[config.mk]
export PLATFORM = sky130hd
export DESIGN_NAME = pic_capture
export DESIGN_NICKNAME = d
export VERILOG_FILES = /design/src/verilog/pic_pkg.sv /design/src/verilog/pic_sync.sv /design/src/verilog/pic_capture.sv
export SDC_FILE = /design/constraint.sdc
export NUM_CORES = 1
export LEC_CHECK = 0
export CORE_MARGIN = 10
export CORE_UTILIZATION = 50
export CTS_CLUSTER_DIAMETER = 50
export CTS_CLUSTER_SIZE = 20
export DETAILED_ROUTE_END_ITERATION = 7
export DONT_BUFFER_PORTS = 1
export PLACE_DENSITY = 0.76
export SYNTH_ARGS = -nofsm -noshare
export SYNTH_HDL_FRONTEND = slang
export SYNTH_SLANG_ARGS = --single-unit
[constraint.sdc]
create_clock -name clk_i -period 2 [get_ports clk_i]
set_clock_uncertainty 0.15 [all_clocks]
set_input_delay 0.2 -clock clk_i [delete_from_list [all_inputs] [get_ports clk_i]]
set_output_delay 0.2 -clock clk_i [all_outputs]
set_load 0.005 [all_outputs]
[src/verilog/pic_pkg.sv]
// Constants and register map for the pulse interval capture channel
package pic_pkg;
	localparam int PIC_CNT_W = 16;
	localparam int PIC_PSC_W = 2;
	localparam logic [PIC_PSC_W-1:0] PIC_PSC_LAST = 2'h3;
	localparam logic [PIC_CNT_W-1:0] PIC_CNT_ZERO = 16'h0000;
	localparam logic [PIC_CNT_W-1:0] PIC_CNT_MAX = 16'hFFFF;
	localparam logic [11:0] PIC_ADDR_CTRL = 12'h000;
	localparam logic [11:0] PIC_ADDR_STAT = 12'h004;
	localparam logic [11:0] PIC_ADDR_CAPT = 12'h008;
	localparam logic [11:0] PIC_ADDR_COUNT = 12'h00C;
	localparam int PIC_CTRL_START = 0;
	localparam int PIC_CTRL_STOP = 1;
	localparam int PIC_STAT_RUN = 0;
	localparam int PIC_STAT_CAPT = 1;
	localparam int PIC_STAT_OVF = 2;
	localparam int PIC_STAT_CAPOVF = 3;
	localparam logic [31:0] PIC_RD_ZERO = 32'h0000_0000;
	typedef enum logic [1:0] {PIC_IDLE, PIC_RUN} pic_state_t;
endpackage : pic_pkg

[src/verilog/pic_sync.sv]
// Three-stage input synchroniser with agreement-based rising edge detect
`timescale 1ns/1ps
module pic_sync (
	input wire logic clk_i, // Clock
	input wire logic rst_b_i, // Async reset, active low
	input wire logic async_i, // Pin level
	output logic rise_o // One-cycle pulse on agreed rise
);
	logic [2:0] sync_q;
	logic [2:0] sync_d;
	logic lvl_q;
	logic lvl_d;
	logic rise_q;
	logic rise_d;
	always_comb begin
		sync_d = {sync_q[1:0], async_i};
		lvl_d = lvl_q;
		// Level changes only once stages two and three agree
		if (sync_q[1] == sync_q[2]) begin
			lvl_d = sync_q[2];
		end
		rise_d = lvl_d & ~lvl_q;
	end
	always_ff @(posedge clk_i or negedge rst_b_i) begin
		if (!rst_b_i) begin
			sync_q <= 3'h0;
			lvl_q <= 1'b0;
			rise_q <= 1'b0;
		end else begin
			sync_q <= sync_d;
			lvl_q <= lvl_d;
			rise_q <= rise_d;
		end
	end
	assign rise_o = rise_q;
endmodule : pic_sync

[src/verilog/pic_capture.sv]
// Pulse interval capture channel with APB register access
//
// Decided for this implementation: the register offsets and register access over APB.
`timescale 1ns/1ps
module pic_capture
	import pic_pkg::*;
#(
	parameter int CNT_W = PIC_CNT_W // Counter width
) (
	input wire logic clk_i, // 20 MHz clock
	input wire logic rst_b_i, // Async reset, active low
	input wire logic psel_i, // APB select
	input wire logic penable_i, // APB enable
	input wire logic pwrite_i, // APB direction
	input wire logic [11:0] paddr_i, // APB byte address
	input wire logic [31:0] pwdata_i, // APB write data
	output logic [31:0] prdata_o, // APB read data
	output logic pready_o, // APB ready
	output logic pslverr_o, // APB error
	input wire logic pulse_input_pin, // Pulse input pin
	output logic channel_capture_irq_o // One-cycle capture interrupt
);
	pic_state_t state_q, state_d;
	logic [PIC_PSC_W-1:0] psc_q, psc_d;
	logic [CNT_W-1:0] cnt_q, cnt_d;
	logic [CNT_W-1:0] capt_q, capt_d;
	logic ovf_q, ovf_d;
	logic capovf_q, capovf_d;
	logic captf_q, captf_d;
	logic irq_q, irq_d;
	logic [31:0] rdata_q, rdata_d;
	logic ready_q, ready_d;
	logic err_q, err_d;
	logic edge_rise;
	logic tick;
	logic acc;
	logic wr;
	logic rd;
	logic start_wr;
	logic stop_wr;
	logic stat_rd;

	function automatic logic addr_ok(input logic [11:0] a);
		addr_ok = (a == PIC_ADDR_CTRL) || (a == PIC_ADDR_STAT) ||
			(a == PIC_ADDR_CAPT) || (a == PIC_ADDR_COUNT);
	endfunction : addr_ok

	pic_sync u_sync (
		.clk_i(clk_i),
		.rst_b_i(rst_b_i),
		.async_i(pulse_input_pin),
		.rise_o(edge_rise)
	);

	// One-cycle wait state: access answered in the second access cycle
	assign acc = psel_i & penable_i & ready_q;
	assign wr = acc & pwrite_i;
	assign rd = acc & ~pwrite_i;
	assign start_wr = wr && (paddr_i == PIC_ADDR_CTRL) && pwdata_i[PIC_CTRL_START];
	assign stop_wr = wr && (paddr_i == PIC_ADDR_CTRL) && pwdata_i[PIC_CTRL_STOP];
	// Clear on the cycle the status word is latched, so a later event is never lost
	assign stat_rd = psel_i & penable_i & ~ready_q & ~pwrite_i && (paddr_i == PIC_ADDR_STAT);
	assign tick = (state_q == PIC_RUN) && (psc_q == PIC_PSC_LAST);

	always_comb begin
		state_d = state_q;
		psc_d = psc_q + 1'b1;
		cnt_d = cnt_q;
		capt_d = capt_q;
		ovf_d = ovf_q;
		capovf_d = capovf_q;
		captf_d = captf_q;
		irq_d = 1'b0;
		// Status read clears sticky flags; a new event in the same cycle wins
		if (stat_rd) begin
			ovf_d = 1'b0;
			captf_d = 1'b0;
		end
		case (state_q)
			PIC_IDLE: begin
				psc_d = '0;
			end
			PIC_RUN: begin
				if (edge_rise) begin
					capt_d = cnt_q;
					capovf_d = ovf_q;
					captf_d = 1'b1;
					irq_d = 1'b1;
					cnt_d = PIC_CNT_ZERO[CNT_W-1:0];
					ovf_d = 1'b0;
				end else if (tick) begin
					cnt_d = cnt_q + 1'b1;
					if (cnt_q == PIC_CNT_MAX[CNT_W-1:0]) begin
						ovf_d = 1'b1;
					end
				end
				if (stop_wr) begin
					state_d = PIC_IDLE;
				end
			end
			default: begin
				state_d = PIC_IDLE;
			end
		endcase
		if (start_wr) begin
			state_d = PIC_RUN;
			cnt_d = PIC_CNT_ZERO[CNT_W-1:0];
			psc_d = '0;
			ovf_d = 1'b0;
		end
	end

	always_comb begin
		ready_d = psel_i & penable_i & ~ready_q;
		err_d = 1'b0;
		rdata_d = PIC_RD_ZERO;
		if (psel_i & penable_i & ~ready_q) begin
			err_d = ~addr_ok(paddr_i);
			if (!pwrite_i) begin
				if (paddr_i == PIC_ADDR_STAT) begin
					rdata_d[PIC_STAT_RUN] = (state_q == PIC_RUN);
					rdata_d[PIC_STAT_CAPT] = captf_q;
					rdata_d[PIC_STAT_OVF] = ovf_q;
					rdata_d[PIC_STAT_CAPOVF] = capovf_q;
				end else if (paddr_i == PIC_ADDR_CAPT) begin
					rdata_d[CNT_W-1:0] = capt_q;
				end else if (paddr_i == PIC_ADDR_COUNT) begin
					rdata_d[CNT_W-1:0] = cnt_q;
				end
			end
		end
	end

	always_ff @(posedge clk_i or negedge rst_b_i) begin
		if (!rst_b_i) begin
			state_q <= PIC_IDLE;
			psc_q <= '0;
			cnt_q <= '0;
			capt_q <= '0;
			ovf_q <= 1'b0;
			capovf_q <= 1'b0;
			captf_q <= 1'b0;
			irq_q <= 1'b0;
			rdata_q <= PIC_RD_ZERO;
			ready_q <= 1'b0;
			err_q <= 1'b0;
		end else begin
			state_q <= state_d;
			psc_q <= psc_d;
			cnt_q <= cnt_d;
			capt_q <= capt_d;
			ovf_q <= ovf_d;
			capovf_q <= capovf_d;
			captf_q <= captf_d;
			irq_q <= irq_d;
			rdata_q <= rdata_d;
			ready_q <= ready_d;
			err_q <= err_d;
		end
	end

	assign prdata_o = rdata_q;
	assign pready_o = ready_q;
	assign pslverr_o = err_q;
	assign channel_capture_irq_o = irq_q;
endmodule : pic_capture

* Word level (Yosys, flattened, before mapping)
Index checks and enable logic that the tools add are counted.
Widths: inputs -> output; s select.
** Operators by class
- Add/subtract/negate cells :: 2
- Eq/ne operators :: 9
- Muxes and demuxes :: 28
- Bitwise logic cells :: 10
- Reductions and logical operators :: 15
** Operators by type and width (number)
- $mux 16 :: 8
- $eq 12x4->1 const B :: 2
- $add 16x1->16 const B :: 1
- $eq 16x16->1 const B :: 1
- $mux 1 :: 13
- $eq 12x3->1 const B :: 1
- $logic_not 12->1 :: 1
- $mux 12 :: 1
- $mux 2 :: 4
- $and 1x1->1 :: 6
- $reduce_and 2->1 :: 3
- $logic_and 1x1->1 :: 5
- $mux 4 :: 1
- $not 1->1 :: 4
- $pmux 2 s2 :: 1
- $logic_or 1x1->1 :: 3
- $ne 3x3->1 const B :: 1
- $reduce_bool 3->1 :: 1
- $add 2x1->2 const B :: 1
- $eq 2x1->1 const B :: 1
- $eq 2x2->1 const B :: 1
- $logic_not 2->1 :: 1
- $ne 2x2->1 const B :: 1
- $reduce_bool 2->1 :: 1
- $eq 1x1->1 :: 1
** Word-level totals
- Register bits :: 63
- Input port bits :: 50
- Output and inout port bits :: 35
- Logic and storage cells :: 78

* Longest topological paths before layout
- Depth in word-level cells :: 10
- Mapped depth :: 7
- Mapped depth without buffers :: 5

* By module
From an unflattened synthesis, not the netlist that was laid out.
** Second synthesis, totals
- Cells, all modules :: 272
- Area, all modules :: 2936.6 um^2
** By module, submodules not included
- pic_capture :: instances 1, cells each 265, area each 2790.2 um^2, sequential area each 1426.4 um^2
- pic_sync :: instances 1, cells each 7, area each 146.4 um^2, sequential area each 125.1 um^2

* Worst setup path after synthesis
Ideal clock, no wire load.
- Kind :: input port to flip-flop
- Start point :: in paddr_i[1]
- End point :: reg rdata_q[1], in the netlist prdata_o[1]
- Setup time :: 96 ps
- Arrival :: 1637 ps
- Data required time :: 1754 ps
- Path slack :: 117 ps
- Stages on the path :: 4
- Path buffers :: 1
- Cells stage by stage :: or4_4 > or4b_1 > buf_2 > nor4_2
** Between the ends
- Longest elaborated chain between the ends :: 6
- Elaborated cells on any way between the ends :: 8
- Classes of those cells :: eq/ne: 3; mux: 5
** RTL lines
- from (decl) :: RTL line pic_capture.sv:15 : input wire logic [11:0] paddr_i,
- $eq 12x4->1 :: RTL line pic_capture.sv:127 : end else if (paddr_i == PIC_ADDR_COUNT) begin
- $mux 16 :: RTL line pic_capture.sv:127
- $mux 16 :: RTL line pic_capture.sv:125 : end else if (paddr_i == PIC_ADDR_CAPT) begin
- $mux 4 (*) :: RTL line pic_capture.sv:120 : if (paddr_i == PIC_ADDR_STAT) begin
- $mux 16 (*) :: RTL line pic_capture.sv:119 : if (!pwrite_i) begin
- $mux 16 (*) :: RTL line pic_capture.sv:117 : if (psel_i & penable_i & ~ready_q) begin
- via rdata_d[1] :: RTL line pic_capture.sv:31 : logic [31:0] rdata_q, rdata_d;
- to (signal assigned) :: RTL line pic_capture.sv:156 : rdata_q <= rdata_d;
- to (decl) :: RTL line pic_capture.sv:31
The timed path passes the listed nets; every way through them passes the cells marked *.
A chain may end at the register's enable or synchronous reset.

* Final worst setup path
- Start point :: reg cnt_q[1]
- End point :: reg cnt_q[10]
** Between the ends
- Longest elaborated chain between the ends :: 5
** RTL lines
- from (decl) :: RTL line pic_capture.sv:25 : logic [CNT_W-1:0] cnt_q, cnt_d;
- from (signal assigned) :: RTL line pic_capture.sv:150 : cnt_q <= cnt_d;
- $add 16x1->16 :: RTL line pic_capture.sv:92 : cnt_d = cnt_q + 1'b1;
- $mux 16 :: RTL line pic_capture.sv:91 : end else if (tick) begin
- $mux 16 :: RTL line pic_capture.sv:84 : if (edge_rise) begin
- $mux 16 :: RTL line pic_capture.sv:79 : case (state_q)
- $mux 16 :: RTL line pic_capture.sv:105 : if (start_wr) begin
No other way between the ends. The select of a mux whose other input is x is not followed.

==> impl_summary.md <==
Status
The flow ran to the end, and the final reports show no timing, DRC or antenna violations.

Hold path
The min-delay analysis places its worst path in the category in2reg.

Clock tree
The total clock sinks is 62. The number of levels in the clock H-tree is 3. The clock-pin slew on the worst setup and hold paths is 70 ps. In this run, CTS created clock tree buffers numbering 9.

In this run the post-CTS setup repair buffer count came out at 0. The TritonCTS clock tree is built. The clock latency of the later-clocked register in the worst-skew pair is 340 ps. The root buffer cell chosen for the clock tree is sky130_fd_sc_hd__clkbuf_8.

No sink is reached through more buffers than the 2 on the longest clock path.

Drt
The DRC violation total after the first TritonRoute iteration is 103. For this block, the via count after detailed routing is 2141. In this run the remaining antenna-violating nets after routing total 0.

Dividing the detail-routed via count by the number of cells gives 5.69. The number of design rule violations left after detail routing is 0. The number of detailed-routing iterations run before antenna repair is 5.

The total routed wirelength is 6.19 mm. In the final routed layout, each cell accounts on average for 16.5 um.

Floorplan
The core region is 5610 um^2. Pin placement for this block handled 85 I/O pins. The number of rows in the core area is 27. The die covers 9380 um^2. The initial utilization of the core area, before any placement, comes to 0.527. The y dimension of the die is 96.9 um.

The horizontal extent of the die is 96.9 um.

STA
The relative max-transition margin is 0.394. Setup violations remaining at the end of the flow were counted as 0. The slew at the pin with the worst max-slew slack is 906 ps. The maximum clock rate is 535 MHz. The hold violation total from the final report was 0. The max-slew violation count is 0. The worst path needs 1870 ps of the cycle, external delays included.

The post-route clock period utilization is 0.935.

Final layout
The number of antenna repair diodes is 0. The commonest non-fill, non-tap cell in the layout is sky130_fd_sc_hd__dfrtp_1. In the final design database the tool counted 351 nets. In the layout the commonest cells are 62 x sky130_fd_sc_hd__dfrtp_1, 31 x sky130_fd_sc_hd__nor2_1, 18 x sky130_fd_sc_hd__nand2_1. The area growth from synthesis to layout is 14.5%. The count of filler cells inserted in the layout is 476. The utilization after layout is 0.603. Of the cells placed in the final design, the portion with a size suffix greater than 1 is 0.141. With fillers left out, the area of the finished cells amounts to 3380 um^2.

Yosys
The share of the yosys chip area belonging to registers is 0.525. The cell area after synthesis is 2950 um^2. The cell count after synthesis came out at 281. Counting flops with an async set or reset pin after synthesis yields a share of 1.00.

The number of synthesis warnings is 0. The post-synthesis register bit count is 62. Yosys mapped a number of flops with a built-in enable equal to 0.

The distinct cell type count of the synthesized netlist is 44. The synthesized area per cell is 10.5 um^2. In the synthesized netlist the dominant register cell turns out to be sky130_fd_sc_hd__dfrtp_1.

Critical path
For this design, the slowest cell found on the critical path is sky130_fd_sc_hd__or4_1. The largest single stage delay on the critical path is 500 ps. The worst setup path is captured at a flip-flop. The largest driver fanout on the critical path is 6. Data on the critical path arrives at its endpoint at 1990 ps. The worst setup path is of the reg2reg kind. Traced cell by cell, the critical path runs through ha_1, and3_1, nand2_1, or4_1, a21oi_1.

Together, buffers and inverters on the worst path number 0. Among cell families on the critical path, the largest total delay comes from simple AND/OR/NAND/NOR gates. STA classifies the critical path startpoint as a flip-flop. The data required time at the worst endpoint is 2120 ps.

GRT
The met2 track demand over resource in global routing is 0.204. The most utilized layer in the global route result is met2. For this run, global-route usage on met3 was measured as 0.0326. The number of antenna violations at the first check in global routing is 0.

The met1 layer usage reported by global route is 0.169. The via count of the first global-routing pass is 2102. Entering global routing, the biggest net connects 63 pins.

The global-route usage over all layers is 0.136. Summed over all layers, the global routing overflow is 0. The first global-routing pass estimated 10.6 mm of wire.

Power and ir drop
The share of total power dissipated in combinational logic is 0.042. The final total power is 2.57 mW. The power per standard cell area is 761 nW/um^2. The clock power share is 0.464. The fraction of power spent switching nets is 0.217. Of the total power, registers draw 0.494. The net switching power figure is 559 uW. The leakage dissipation is 1.63 nW.

The worst-case IR drop observed on VDD is 0.540 mV. The internal power of the cells totals 2.01 mW.

Place
At the end of routability-driven placement, the weighted congestion stood at 0.796. The post-detailed-placement cell area is 3050 um^2. Port buffering added 0 buffers. Summed over all nets, the half-perimeter wirelength after detailed placement is 4.26 mm.

Flow run
Max-cap violations in this run came to 0.
==> Yosys cell counts, drive strengths merged (2+ instances only) <==
cell | count | area, um^2
mux2 | 17 | 191
or2 | 2 | 12.5
nand2 | 18 | 67.6
mux2i | 15 | 150
clkbuf | 14 | 52.6
inv | 2 | 7.51
nor4 | 7 | 68.8
or3 | 2 | 12.5
dfrtp | 62 | 1550
o21ai | 13 | 65.1
a21oi | 15 | 75.1
nor2b | 3 | 18.8
and4 | 2 | 17.5
and3 | 4 | 25.0
ha | 2 | 25.0
buf | 19 | 134
nand4 | 6 | 37.5
or4 | 8 | 63.8
nor3b | 3 | 22.5
nor3 | 7 | 35.0
nand3b | 2 | 15.0
a31oi | 6 | 37.5
nand3 | 7 | 35.0
nand2b | 2 | 12.5
nor2 | 31 | 116
==> through the flow <==
step / cells / hold slack [ps] / setup WS (ps) / TNS [ps]
finish: 376 / 18.5 / 130 / 0
global placement: 351 / -243 / 0.0313 / 0
CTS: 376 / 3.05 / 52.2 / 0
detailed placement: 351 / -243 / -7.08 / -11.3
global route: 376 / 42.8 / -22.8 / -22.8
floorplan: 296 / -246 / 117 / 0
==> logic make-up after synthesis <==
kind of cell               after synthesis  synth area share
AOI/OAI and AO/OA                       41            0.0797
and+or+nand+nor                        107             0.200
buffers and inverters                   35            0.0657
other                                    1           0.00127
muxes                                   32             0.116
DFF                                     62             0.525
adders and majority gates                3            0.0119
==> worst reg2reg max path: stages (launching register included) <==
cell                      delay [ps]
sky130_fd_sc_hd__dfrtp_1         450
sky130_fd_sc_hd__ha_1            250
sky130_fd_sc_hd__and3_1          210
sky130_fd_sc_hd__nand2_1         100
sky130_fd_sc_hd__or4_1           500
sky130_fd_sc_hd__a21oi_1         150
==> registers in the layout (all words and copies together) (netlist names) <==
register               flops
pslverr_o                  1
prdata_o                  16
u_sync.lvl_q               1
ovf_q                      1
capt_q                    16
captf_q                    1
state_q                    1
capovf_q                   1
channel_capture_irq_o      1
cnt_q                     16
u_sync.sync_q              3
psc_q                      2
u_sync.rise_o              1
pready_o                   1
==> cell type report <==
class                      count  area [um^2]  share of cell area
clock buffer                  13          179              0.0529
clock inverter                 3         40.0              0.0118
inverter                       2         7.51             0.00222
tap                           72         90.1              0.0266
sequential                    62         1550               0.459
timing repair buffer          25          240              0.0710
multi-input combinational    199         1270               0.377
==> timing repair <==
item,4_1_cts,5_1_grt
setup endpoints to repair,0,4
hold buffers,9,0
gates resized for setup,0,2
endpoints found under the hold margin,82,0
==> power groups by stage <==
stage | clock network, mW | logic [mW] | registers (mW)
CTS | 1.22 | 0.108 | 1.27
floorplan | 0 | 0.0745 | 1.29
global route | 1.27 | 0.124 | 1.27
finish | 1.19 | 0.108 | 1.27
detailed placement | 0 | 0.0554 | 1.29
global placement | 0 | 0.0537 | 1.29
==> metal layers <==
metal / part of all wire / routed length (um) / up-vias
li1: - / - / 1007
met1: 0.47 / 2910 / 1062
met2: 0.47 / 2890 / 62
met3: 0.038 / 238 / 10
met4: 0.025 / 154 / 0
met5: 0 / 0 / -
==> final timing paths <==
| check | depth (start not counted) | end | start | slack [ps] |
|---|---|---|---|---|
| worst max-delay path | 5 | cnt_q[10] | cnt_q[1] | 130 |
| worst min-delay path | 3 | prdata_o[2] | paddr_i[3] | 20 |
| worst max register to register | 5 | cnt_q[10] | cnt_q[1] | 130 |
| worst min register to register | 0 | u_sync.sync_q[1] | u_sync.sync_q[0] | 210 |
| max in group asynchronous | 2 | cnt_q[12] | rst_b_i | 1200 |
| min in group asynchronous | 2 | capt_q[15] | rst_b_i | 230 |
No activity file was read; power rests on OpenSTA's default activity.
